## config.mk

```make
export PLATFORM = sky130hd
export DESIGN_NAME = pin_route_select_lock
export DESIGN_NICKNAME = d
export VERILOG_FILES = /design/src/pin_route_pkg.sv /design/src/key_sequencer.sv /design/src/route_select.sv /design/src/pin_route_select_lock.sv
export SDC_FILE = /design/constraint.sdc
export NUM_CORES = 1
export LEC_CHECK = 0
export BUFFER_PORTS_ARGS = -buffer_cell sky130_fd_sc_hd__buf_2
export CAP_MARGIN = 40
export CORE_MARGIN = 8
export CORE_UTILIZATION = 25
export CTS_BUF_LIST = sky130_fd_sc_hd__clkbuf_8
export DETAILED_ROUTE_END_ITERATION = 7
export PLACE_DENSITY = 0.37
export SLEW_MARGIN = 20
export SYNTH_ARGS = -nofsm -noshare
export SYNTH_HDL_FRONTEND = slang
export SYNTH_HIERARCHICAL = 1
export SYNTH_SLANG_ARGS = --single-unit
```

## constraint.sdc

```tcl
create_clock -name clock_in -period 6.68 [get_ports clock_in]
set_input_delay 1.002 -clock clock_in [delete_from_list [all_inputs] [get_ports clock_in]]
set_output_delay 1.002 -clock clock_in [all_outputs]
set_load 0.03 [all_outputs]
```

## src/pin_route_pkg.sv

```systemverilog
// Purpose: constants shared by the pin routing matrix
// Assumes: apb with 32-bit data, one register per aligned word
// Notes:   register offsets are byte addresses
package pin_route_pkg;
	localparam int unsigned NUM_INPUTS = 8;
	localparam int unsigned NUM_PINS   = 24;
	localparam int unsigned NUM_SRCS   = 64;
	localparam int unsigned SEL_W      = 6;
	localparam logic [11:0] LOCK_OFFSET      = 12'h000;
	localparam logic [11:0] STATUS_OFFSET    = 12'h004;
	localparam logic [11:0] IN_SEL_BASE      = 12'h100;
	localparam logic [11:0] OUT_SEL_BASE     = 12'h200;
	localparam logic [7:0]  UNLOCK_KEY1      = 8'h55;
	localparam logic [7:0]  UNLOCK_KEY2      = 8'haa;
	localparam int unsigned LOCK_BIT_POS     = 0;
	localparam logic [5:0]  OUT_SEL_RESET    = 6'h00;
	localparam logic [5:0]  PORT_CODE_A      = 6'h00;
	localparam logic [5:0]  PORT_CODE_B      = 6'h01;
	localparam logic [5:0]  PORT_CODE_C      = 6'h02;
	localparam logic [5:0]  PORT_CODE_E      = 6'h04;
	// default input selections: ext interrupt, timer0 clk, timer1 clk, then more
	localparam logic [5:0] IN_SEL_RESET [NUM_INPUTS] = '{
		6'h08, 6'h04, 6'h10, 6'h0d, 6'h10, 6'h10, 6'h12, 6'h0c};
	// output codes that name a present source; others drive zero
	localparam logic [63:0] OUT_CODE_PRESENT = 64'h0001_cffe_eee1_ffff;
endpackage

```

## src/key_sequencer.sv

```systemverilog
// Purpose: two-key unlock sequencer and lock bit with one-way option
// Assumes: wr_in pulses once per completed write to the lock register
// Notes:   lock bit clears on every reset
`timescale 1ns/100ps
module key_sequencer
	import pin_route_pkg::*;
(
	input  wire logic       clock_in,
	input  wire logic       rst_n_in,
	input  wire logic       one_way_in,
	input  wire logic       wr_in,
	input  wire logic [7:0] wdata_in,
	output logic            locked_out,
	output logic            relock_spent_out
);
	typedef enum logic [1:0] {KEY_IDLE, KEY_GOT1, KEY_ARMED} key_state_e;
	key_state_e state_reg, state_next;
	logic       unlocked_once_reg;
	logic       new_lock;
	wire        want_lock   = wdata_in[LOCK_BIT_POS];
	// one-way: after one clear and one set, clears refused
	wire        clear_block = one_way_in && (unlocked_once_reg || relock_spent_out);
	wire        take_change = wr_in && (state_reg == KEY_ARMED);

	always_comb begin
		state_next = state_reg;
		if (wr_in) begin
			case (state_reg)
				KEY_IDLE: begin
					state_next = (wdata_in == UNLOCK_KEY1) ? KEY_GOT1 : KEY_IDLE;
				end
				KEY_GOT1: begin
					// any other write discards the partial sequence
					state_next = (wdata_in == UNLOCK_KEY2) ? KEY_ARMED : KEY_IDLE;
				end
				KEY_ARMED: state_next = KEY_IDLE;
				default:   state_next = KEY_IDLE;
			endcase
		end
	end

	always_comb begin
		new_lock = locked_out;
		if (take_change && want_lock) begin
			new_lock = 1'b1;
		end else if (take_change && !want_lock && !(clear_block && locked_out)) begin
			new_lock = 1'b0;
		end
	end

	always_ff @(posedge clock_in or negedge rst_n_in) begin
		if (!rst_n_in) begin
			state_reg         <= KEY_IDLE;
			locked_out        <= 1'b0;
			unlocked_once_reg <= 1'b0;
			relock_spent_out  <= 1'b0;
		end else begin
			state_reg  <= state_next;
			locked_out <= new_lock;
			if (take_change && !want_lock && locked_out && !clear_block)
				unlocked_once_reg <= 1'b1;
			if (take_change && want_lock && unlocked_once_reg && one_way_in)
				relock_spent_out <= 1'b1;
		end
	end

	chk_key_gate: assert property (@(posedge clock_in) disable iff (!rst_n_in)
		$changed(locked_out) |-> $past(state_reg) == KEY_ARMED && $past(wr_in))
		else $error("lock bit changed without two keys");
	chk_key_abort: assert property (@(posedge clock_in) disable iff (!rst_n_in)
		state_reg == KEY_GOT1 && wr_in && wdata_in != UNLOCK_KEY2 |=> state_reg == KEY_IDLE)
		else $error("partial key sequence not discarded");
	chk_oneway_hold: assert property (@(posedge clock_in) disable iff (!rst_n_in)
		one_way_in && relock_spent_out && locked_out |=> locked_out)
		else $error("one-way lock was cleared");
	cov_unlock: cover property (@(posedge clock_in) disable iff (!rst_n_in)
		$fell(locked_out));
	cov_relock: cover property (@(posedge clock_in) disable iff (!rst_n_in)
		$rose(relock_spent_out));
endmodule

```

## src/route_select.sv

```systemverilog
// Purpose: input-side selector from port bits to one peripheral
// Assumes: pin levels already synchronised
// Notes:   reserved and absent port codes yield zero
`timescale 1ns/100ps
module route_select
	import pin_route_pkg::*;
(
	input  wire logic [5:0]  sel_in,
	input  wire logic [7:0]  port_a_in,
	input  wire logic [7:0]  port_b_in,
	input  wire logic [7:0]  port_c_in,
	input  wire logic [7:0]  port_e_in,
	output logic             level_out
);
	wire [2:0] bit_num  = sel_in[2:0];
	wire [5:0] port_sel = {3'b000, sel_in[5:3]};
	wire [7:0] port_byte =
		(port_sel == PORT_CODE_A) ? port_a_in :
		(port_sel == PORT_CODE_B) ? port_b_in :
		(port_sel == PORT_CODE_C) ? port_c_in :
		(port_sel == PORT_CODE_E) ? port_e_in : 8'h00;
	assign level_out = port_byte[bit_num];
endmodule

```

## src/pin_route_select_lock.sv

```systemverilog
// Purpose: pin routing matrix with apb registers and key-protected lock
// Assumes: pins come from outside the clock domain; peripheral outputs do not
// Notes:   rst_n_in is power-on reset; soft_reset_n_in is any other reset
//
// Functional notes
// - two keys 0x55, 0xaa precede lock change
// - locked: selection writes ignored
// - unlocked: selections writable; lock resets zero
// - one-way: one clear, one set allowed
// - one-way relock sticks until reset
// - sleep leaves selections untouched
// - power-on restores defaults; other resets keep
// - bits 5:3 pick port a/b/c/e
// - bits 2:0 pick bit in port
// - output code 6 bits, upper zero
// - each input has own default code
// - absent output source drives zero
// - port reads show real pin level
`timescale 1ns/100ps
module pin_route_select_lock
	import pin_route_pkg::*;
(
	input  wire logic                  clock_in,
	input  wire logic                  rst_n_in,
	input  wire logic                  soft_reset_n_in,
	input  wire logic                  sleep_in,
	input  wire logic                  one_time_relock_config_in,
	input  wire logic                  psel_in,
	input  wire logic                  penable_in,
	input  wire logic                  pwrite_in,
	input  wire logic [11:0]           paddr_in,
	input  wire logic [31:0]           pwdata_in,
	output logic [31:0]                prdata_out,
	output logic                       pready_out,
	output logic                       pslverr_out,
	input  wire logic [NUM_PINS-1:0]   pin_level_in,
	input  wire logic [NUM_SRCS-1:0]   periph_out_in,
	output logic [NUM_INPUTS-1:0]      periph_in_out,
	output logic [NUM_PINS-1:0]        pin_drive_out,
	output logic [NUM_PINS-1:0]        port_read_out,
	output logic                       routing_locked_flag_out
);
	logic [5:0]          in_sel_reg  [NUM_INPUTS];
	logic [5:0]          out_sel_reg [NUM_PINS];
	logic [NUM_PINS-1:0] sync1_reg, sync2_reg, sync3_reg, pin_stable_reg;
	logic                locked;
	logic                relock_spent;
	logic                soft_rst_seen_reg;
	logic [NUM_INPUTS-1:0] in_level;

	// bus decode
	wire        access_ph  = psel_in && penable_in && !pready_out;
	wire        wr_strobe  = access_ph && pwrite_in;
	wire        rd_strobe  = access_ph && !pwrite_in;
	wire [11:0] in_rel     = paddr_in - IN_SEL_BASE;
	wire [11:0] out_rel    = paddr_in - OUT_SEL_BASE;
	wire        hit_lock   = paddr_in == LOCK_OFFSET;
	wire        hit_status = paddr_in == STATUS_OFFSET;
	wire        hit_in     = paddr_in >= IN_SEL_BASE && in_rel[1:0] == 2'b00
		&& in_rel[11:2] < 10'(NUM_INPUTS);
	wire        hit_out    = paddr_in >= OUT_SEL_BASE && out_rel[1:0] == 2'b00
		&& out_rel[11:2] < 10'(NUM_PINS);
	wire        mapped     = hit_lock || hit_status || hit_in || hit_out;
	wire [4:0]  in_idx     = in_rel[6:2];
	wire [4:0]  out_idx    = out_rel[6:2];
	// lock and sleep both freeze selections; sleep gate is belt and braces
	wire        sel_wr_ok  = !locked && !sleep_in;
	wire        lock_wr    = wr_strobe && hit_lock;
	// every reset type clears the lock and the one-way history
	wire        key_rst_n  = rst_n_in && soft_reset_n_in;

	key_sequencer u_keys (
		.clock_in         (clock_in),
		.rst_n_in         (key_rst_n),
		.one_way_in       (one_time_relock_config_in),
		.wr_in            (lock_wr),
		.wdata_in         (pwdata_in[7:0]),
		.locked_out       (locked),
		.relock_spent_out (relock_spent)
	);

	// non-power-on reset clears the lock and the one-way history; selections untouched
	always_ff @(posedge clock_in or negedge rst_n_in) begin
		if (!rst_n_in)
			soft_rst_seen_reg <= 1'b0;
		else
			soft_rst_seen_reg <= soft_rst_seen_reg || !soft_reset_n_in;
	end

	genvar gi;
	generate
		for (gi = 0; gi < NUM_INPUTS; gi++) begin : g_in
			always_ff @(posedge clock_in or negedge rst_n_in) begin
				if (!rst_n_in)
					in_sel_reg[gi] <= IN_SEL_RESET[gi];
				else if (wr_strobe && hit_in && in_idx == 5'(gi) && sel_wr_ok)
					in_sel_reg[gi] <= pwdata_in[5:0];
			end
			route_select u_sel (
				.sel_in    (in_sel_reg[gi]),
				.port_a_in (pin_stable_reg[7:0]),
				.port_b_in (pin_stable_reg[15:8]),
				.port_c_in (pin_stable_reg[23:16]),
				.port_e_in (8'h00),
				.level_out (in_level[gi])
			);
		end
		for (gi = 0; gi < NUM_PINS; gi++) begin : g_out
			wire [5:0] code    = out_sel_reg[gi];
			wire       present = OUT_CODE_PRESENT[code];
			always_ff @(posedge clock_in or negedge rst_n_in) begin
				if (!rst_n_in)
					out_sel_reg[gi] <= OUT_SEL_RESET;
				else if (wr_strobe && hit_out && out_idx == 5'(gi) && sel_wr_ok)
					out_sel_reg[gi] <= pwdata_in[5:0];
			end
			always_ff @(posedge clock_in or negedge rst_n_in) begin
				if (!rst_n_in)
					pin_drive_out[gi] <= 1'b0;
				else
					pin_drive_out[gi] <= present ? periph_out_in[code] : 1'b0;
			end
		end
	endgenerate

	// pin synchroniser, change accepted when stages two and three agree
	always_ff @(posedge clock_in or negedge rst_n_in) begin
		if (!rst_n_in) begin
			sync1_reg      <= '0;
			sync2_reg      <= '0;
			sync3_reg      <= '0;
			pin_stable_reg <= '0;
		end else begin
			sync1_reg      <= pin_level_in;
			sync2_reg      <= sync1_reg;
			sync3_reg      <= sync2_reg;
			pin_stable_reg <= (sync2_reg & sync3_reg) | (pin_stable_reg & (sync2_reg | sync3_reg));
		end
	end

	// read mux
	wire [31:0] rd_value =
		hit_lock   ? {31'h0, locked} :
		hit_status ? {29'h0, soft_rst_seen_reg, relock_spent, locked} :
		hit_in     ? {26'h0, in_sel_reg[in_idx[2:0]]} :
		hit_out    ? {26'h0, out_sel_reg[out_idx]} : 32'h0;

	always_ff @(posedge clock_in or negedge rst_n_in) begin
		if (!rst_n_in) begin
			pready_out              <= 1'b0;
			pslverr_out             <= 1'b0;
			prdata_out              <= 32'h0;
			periph_in_out           <= '0;
			port_read_out           <= '0;
			routing_locked_flag_out <= 1'b0;
		end else begin
			pready_out              <= access_ph;
			pslverr_out             <= access_ph && !mapped;
			prdata_out              <= rd_strobe ? rd_value : 32'h0;
			periph_in_out           <= in_level;
			port_read_out           <= pin_stable_reg;
			routing_locked_flag_out <= locked;
		end
	end

	chk_locked_freeze: assert property (@(posedge clock_in) disable iff (!rst_n_in)
		locked |=> $stable(out_sel_reg[0]) && $stable(in_sel_reg[0]))
		else $error("selection changed while locked");
	chk_unlocked_write: assert property (@(posedge clock_in) disable iff (!rst_n_in)
		wr_strobe && hit_out && out_idx == 5'd0 && !locked && !sleep_in
		|=> out_sel_reg[0] == $past(pwdata_in[5:0]))
		else $error("unlocked write not taken");
	chk_sleep_keep: assert property (@(posedge clock_in) disable iff (!rst_n_in)
		sleep_in |=> $stable(in_sel_reg[1]))
		else $error("selection changed in sleep");
	chk_soft_keep: assert property (@(posedge clock_in) disable iff (!rst_n_in)
		!soft_reset_n_in && !wr_strobe |=> $stable(out_sel_reg[1]))
		else $error("soft reset altered selection");
	chk_absent_zero: assert property (@(posedge clock_in) disable iff (!rst_n_in)
		!OUT_CODE_PRESENT[out_sel_reg[2]] |=> !pin_drive_out[2])
		else $error("absent source drove pin");
	chk_upper_zero: assert property (@(posedge clock_in) disable iff (!rst_n_in)
		pready_out |-> prdata_out[31:6] == 26'h0 || hit_status)
		else $error("upper bits not zero");
	chk_pin_read: assert property (@(posedge clock_in) disable iff (!rst_n_in)
		1'b1 |=> port_read_out == $past(pin_stable_reg))
		else $error("port read not pin level");
	chk_port_pick: assert property (@(posedge clock_in) disable iff (!rst_n_in)
		in_sel_reg[0][5:3] == 3'b011 |=> !periph_in_out[0])
		else $error("reserved port code passed data");
	cov_sel_write: cover property (@(posedge clock_in) disable iff (!rst_n_in)
		wr_strobe && hit_out && !locked);
	cov_locked_write: cover property (@(posedge clock_in) disable iff (!rst_n_in)
		wr_strobe && hit_in && locked);
endmodule

```

== Yosys cells after proc, flatten, opt, wreduce, memory -nomap -nowiden ==
Memories as Yosys holds them, arrays and structs flattened.
Cells that the tools add are included.

* Output and inout bits: 91
* Bits in read-only memories: 1536
* Memories: 24
* Register bits after elaboration: 385
* Word-level logic and storage cells: 461

* Reductions and logical operators: 117
* Add/sub/neg operators: 2
* Equality and inequality tests: 51
* Bitwise logic cells: 6
* Order comparisons: 38
* Mux-type cells: 152

{| class="wikitable"
|+ Memory list
! memory !! depth !! width !! read ports !! clocked after memory_dff !! wr ports !! line !! RTL
|-
| (name not given) || 64 || 1 || 1 || 0 || 0 || pin_route_select_lock.sv:110 || <nowiki>wire present = OUT_CODE_PRESENT[code];</nowiki>
|-
| (name not given) || 64 || 1 || 1 || 0 || 0 || pin_route_select_lock.sv:110 ||
|-
| (name not given) || 64 || 1 || 1 || 0 || 0 || pin_route_select_lock.sv:110 ||
|-
| (name not given) || 64 || 1 || 1 || 0 || 0 || pin_route_select_lock.sv:110 ||
|-
| (name not given) || 64 || 1 || 1 || 0 || 0 || pin_route_select_lock.sv:110 ||
|-
| (name not given) || 64 || 1 || 1 || 0 || 0 || pin_route_select_lock.sv:110 ||
|-
| +18 memories || - || - || - || - || - || - ||
|}

{| class="wikitable"
|+ Operator list
! kind !! number
|-
| 8-bit 2-to-1 mux || 24
|-
| 6-bit by 7-bit less-than comparator with 1-bit output, second input constant || 24
|-
| 1-bit binary-select mux with 6-bit select || 24
|-
| 32-bit 2-to-1 mux || 4
|-
| 1-bit logical AND || 88
|-
| 1-bit 2-to-1 mux || 83
|-
| 24-bit AND || 2
|-
| 6-bit zero test || 8
|-
| 24-bit bitwise OR || 2
|-
| 5-bit by 3-bit == test with 1-bit output, second input constant || 8
|-
| 5-bit by 4-bit == test with 1-bit output, second input constant || 8
|-
| 5-bit == test, second input constant || 8
|-
| 3-bit by 4-bit less-than comparator with 1-bit output, second input constant || 8
|-
| 6-bit binary-select mux with 5-bit select || 1
|-
| 6-bit 2-to-1 mux || 5
|-
| 1-bit binary-select mux with 3-bit select || 8
|-
| 3-bit by 1-bit == test with 1-bit output, second input constant || 8
|-
| 3-bit by 2-bit == test with 1-bit output, second input constant || 8
|-
| 5-bit by 2-bit == test with 1-bit output, second input constant || 4
|-
| 6-bit binary-select mux with 3-bit select || 1
|-
| 12-bit by 3-bit == test with 1-bit output, second input constant || 1
|-
| 12-bit by 10-bit >= comparator with 1-bit output, second input constant || 1
|-
| 12-bit by 9-bit >= comparator with 1-bit output, second input constant || 1
|-
| 12-bit zero test || 1
|-
| other kinds (20) || 36
|}

== Logic depth before layout (Yosys ltp) ==
* Depth after elaboration: 10
* Depth in mapped cells: 9

== Modules after synthesis ==
The synthesis kept the hierarchy.

{| class="wikitable"
|+ Modules (own cells, without submodules)
! module !! seq. area each (um2) !! area an instance (um2) !! cells an instance !! times used
|-
| pin_route_select_lock || 8873.5 || 26257.7 || 2146 || 1
|-
| route_select || 0.0 || 397.9 || 57 || 8
|-
| key_sequencer || 125.1 || 260.2 || 23 || 1
|}

== Worst setup path after synthesis ==
OpenSTA, ideal clock, no wires.

* Path type: input port to flip-flop
* From: input paddr_in[9]
* To: register out_sel_reg (netlist bit g_out[23].code[0])
* Path slack: 3.613 ns
* Stages: 7
* Arrival: 2.942 ns
* Library setup time: 0.125 ns
* Cells stage by stage: inv_1 > ha_1 > nand4b_1 > or4_4 > or3_1 > buf_2 > mux2_4

* Longest elaborated chain between the ends: 6

{| class="wikitable"
|+ RTL lines
! what !! line !! RTL
|-
| start: declaration || pin_route_select_lock.sv:31 || <nowiki>input wire logic [11:0] paddr_in,</nowiki>
|-
| 12-bit by 10-bit subtractor with 12-bit output or 12-bit by 10-bit >= comparator with 1-bit output (tied branches) || pin_route_select_lock.sv:56, pin_route_select_lock.sv:61 ||
|-
| 10-bit by 5-bit less-than comparator with 1-bit output or 1-bit logical AND (tied branches) || pin_route_select_lock.sv:62, pin_route_select_lock.sv:61 ||
|-
| 1-bit logical AND (*) || pin_route_select_lock.sv:62 || <nowiki>&& out_rel[11:2] < 10'(NUM_PINS);</nowiki>
|-
| 1-bit logical AND (*) (3 in series) || pin_route_select_lock.sv:114 || <nowiki>else if (wr_strobe && hit_out && out_idx == 5'(gi) && sel_wr_ok)</nowiki>
|-
| end signal: indexed assignment || pin_route_select_lock.sv:115 || <nowiki>out_sel_reg[gi] <= pwdata_in[5:0];</nowiki>
|-
| end: declaration || pin_route_select_lock.sv:44 || <nowiki>logic [5:0] out_sel_reg [NUM_PINS];</nowiki>
|}

Every way passes the cells marked *; elsewhere a longest branch is shown, timed or not.
A chain may end at the register's enable or synchronous reset.

== Worst setup path in the final report ==
* From: input paddr_in[3]
* To: register prdata_out[0]

* Longest elaborated chain between the ends: 10

{| class="wikitable"
|+ RTL lines
! what !! line !! RTL
|-
| 12-bit by 10-bit subtractor with 12-bit output || pin_route_select_lock.sv:56 || <nowiki>wire [11:0] out_rel = paddr_in - OUT_SEL_BASE;</nowiki>
|-
| 5-bit inverter with 6-bit output (not written as such) || pin_route_select_lock.sv:146 || <nowiki>hit_out ? {26'h0, out_sel_reg[out_idx]} : 32'h0;</nowiki>
|-
| 6-bit binary-select mux with 5-bit select || pin_route_select_lock.sv:146 ||
|-
| 6-bit 2-to-1 mux (not written as such) (2 in series) || pin_route_select_lock.sv:146 ||
|-
| 6-bit 2-to-1 mux || pin_route_select_lock.sv:146 ||
|-
| 32-bit 2-to-1 mux || pin_route_select_lock.sv:145 || <nowiki>hit_in ? {26'h0, in_sel_reg[in_idx[2:0]]} :</nowiki>
|-
| 32-bit 2-to-1 mux || pin_route_select_lock.sv:144 || <nowiki>hit_status ? {29'h0, soft_rst_seen_reg, relock_spent, locked} :</nowiki>
|-
| 32-bit 2-to-1 mux (*) || pin_route_select_lock.sv:143 || <nowiki>hit_lock ? {31'h0, locked} :</nowiki>
|-
| 32-bit 2-to-1 mux (*) || pin_route_select_lock.sv:159 || <nowiki>prdata_out <= rd_strobe ? rd_value : 32'h0;</nowiki>
|-
| end signal: assignment || pin_route_select_lock.sv:159 ||
|-
| end: declaration || pin_route_select_lock.sv:33 || <nowiki>output logic [31:0] prdata_out,</nowiki>
|}

Every way passes the cells marked *; elsewhere a longest branch is shown, timed or not. The select of a mux whose other input is x is not followed.

==> results.cfg <==
[outcome]
status = complete, no violations

[timing]
fin_crit_sh_pct = 50.1
max_freq_ghz = 0.299
worst_pin_slew_ns = 0.959
tns_ns = 0
fin_crit_ns = 3.35
slew_headroom_pct = 36.1
maxSlewViolCount = 0
setup_viol = 0
rsz0062_at_grt = false
fin_skew_ns = 0.0534
setup_slack_ns = 3.33
hold_slack_ns = 0.279
hold_violations = 0

[clock_network]
cts_hold_buf = 0
cts.sinks = 359
h-tree-depth = 3
path_clk_slew_ns = 0.06
cts_buffers = 75
post_cts_resized = 0
clk_latency_ns = 0.73
post_cts_buffers = 0
cts_root_buf = clkbuf_8
cts_tree = done
cts_max_path_buffers = 3

[synth]
synth_top_family_by_area = multiplexers
synth.distinct_cells = 81
ys_top_cells_by_area = dfrtp_1 29%, mux4_2 23%, mux2_2 9.8%
synth_compound_area_share_pct = 10.4
synth_top_cell_by_area = dfrtp_1
synth-main-ff-cell = dfrtp_1
postSynthCellCount = 2625
synth_xor_area_share_pct = 0.206
syn_area_mm2 = 0.0297
synth_edf_count = 0
async_flop_share_pct = 100
synth_mux_area_share_pct = 41.0
yosys.area_share.simple_pct = 10.3
yosys.area.top_type_share_pct = 29.2
synth.avg_cell_area_um2 = 11.3
synth-adder-area-share_pct = 1.90
ys_seq_elements = 359
ys.warnings.count = 6
yosysSeqAreaShare_pct = 30.3

[flow_run]
max_cap_viol_count = 0

[place]
place_hpwl_mm = 79.9
finalWeightedCongestion = 0.834
place_area_mm2 = 0.0323
io_buffers = 179
post-place-ws_ns = 2.68

[route]
via_count = 25000
routed_wirelength_mm = 133
antenna_left = 0
drc_errors = 0
avgRoutedWirePerCell_um = 30.6
drtPass1Iterations = 5
vias_per_cell = 5.76
drtIter0Drc = 2741

[die]
rows = 126
die_area_mm2 = 0.130
fp.dieH_um = 361
die_x_um = 361
core_area_mm2 = 0.118
initial_core_util_pct = 25.2
pin_count = 231

[worst_setup_path]
worstPathArrival_ns = 3.88
critPathRequiredTime_ns = 7.22
r2r-start = pready_out$_DFF_PN0_
rr_worst_depth = 5
r2r-end = in_sel_reg[33]$_DFFE_PN0P_
start_kind = input pin
critPathMaxFanout = 21
rrSetupSlack_ns = 3.62
path_cells = buf_2, buf_4, mux4_2, o22ai_1, nor2_1, o21ai_0, a311oi_1
crit_start = paddr_in[3]
cpMaxStageDelayCell = o21ai_0
cp-end-kind = register
crit_type = input pin to register
critPathMaxStageDelay_ns = 0.63

[cells_and_area]
largest_reg_flops = 144
syn2layout_area_growth_pct = 15.8
finalInstanceArea_mm2 = 0.0344
fill_cells = 12100
design.final.nets = 2906
final_common_cell = dfrtp_1
drive_gt1_share_pct = 36.1
final_cell_mix = 347 x dfrtp_1, 307 x mux4_2, 259 x mux2_2

[worst_hold_path]
hp-class = input pin to asynchronous set/reset pin

[power_and_ir_drop]
power_leakage_nw = 13.1
powerDensity_mw_per_mm2 = 175
ir_worst_vdd_uv = 148

[global_routing]
overflow = 0
antenna_found_initial = 13
grt_max_degree = 111
grt_pass1_wl_mm = 189
track_usage_pct = 19.7
grt_pass1_vias = 25100
## kinds of logic (layout without fill, tap and decap cells)
| family | count (synthesis) | count (layout) |
|---|---|---|
| AOI/OAI and AO/OA | 452 | 452 |
| xor gates and xnor gates | 7 | 7 |
| adders and majority gates | 50 | 50 |
| buffers and inverters | 412 | 467 |
| DFF | 359 | 359 |
| muxes | 797 | 797 |
| other | 1 | 128 |
| and+or+nand+nor | 547 | 547 |
## layout make-up
cell class	instances	area [um2]	share of cell area, %
clock buffer	95	1310	3.80
clock inverter	43	459	1.34
tap	1536	1920	5.59
multi-input combinational	1975	19400	56.5
timing repair buffer	269	2040	5.93
antenna	6	15.0	0.0437
inverter	60	225	0.655
sequential	359	9000	26.2
## power breakdown
group,switching (mW),total [mW],internal [mW]
Sequential,0.104,2.34,2.24
Combinational,0.612,0.932,0.320
Clock,1.13,2.74,1.61
Total,1.85,6.02,4.17
## metrics by stage
| stage | utilization [%] | total power, mW | instances |
|---|---|---|---|
| 2_1_floorplan | - | 2.81 | 2746 |
| 3_3_place_gp | 27.0 | 3.26 | 4159 |
| 3_5_place_dp | 27.4 | 3.29 | 4183 |
| 4_1_cts | 28.9 | 6.11 | 4321 |
| 5_1_grt | 29.2 | 6.27 | 4339 |
| 6_report | 29.2 | 6.02 | 4343 |
## critical path, delay by kind of cell
kind / cells / cell delay, ns
compound gates: 3 / 1.18
buf+inv: 2 / 1.01
simple gates: 1 / 0.11
mux: 1 / 0.55
## worst max-delay path by stage
stage / end / slack (ns) / depth (start not counted)
finish: prdata_out[0]$_DFF_PN0_ / 3.33 / 7
global route: prdata_out[4]$_DFF_PN0_ / 3.45 / 7
CTS: prdata_out[0]$_DFF_PN0_ / 3.48 / 7
detailed placement: prdata_out[0]$_DFF_PN0_ / 2.68 / 7
global placement: prdata_out[0]$_DFF_PN0_ / 2.70 / 7
floorplan: g_out[23].code[0]$_DFFE_PN0P_ / 3.61 / 7
## per-layer routing
metal	global-route usage (%)	wire, um
met1	25.8	54800
met2	31.3	61300
met3	4.34	11000
met4	8.64	5850
met5	0	64
## cells in the mapped netlist, types with 13 or more instances
cell type	count
or2_2	13
ha_1	26
nand2_1	101
a31oi_1	26
o41ai_1	15
nor3b_1	32
clkbuf_1	229
buf_2	51
o22ai_1	14
maj3_1	24
nand3_1	69
a21oi_1	74
nand2b_1	27
nor2b_1	43
dfrtp_1	347
a311oi_1	25
mux2_2	259
mux4_2	307
nand4b_1	15
buf_4	35
a221o_1	17
o31ai_1	14
inv_1	55
a2111oi_0	24
nand3b_1	21
buf_1	37
nor3_1	46
mux2i_1	215
o21ai_0	112
o211ai_1	17
nor2_1	107
a22oi_1	20
Note: power is estimated with default switching activity, not from simulation.
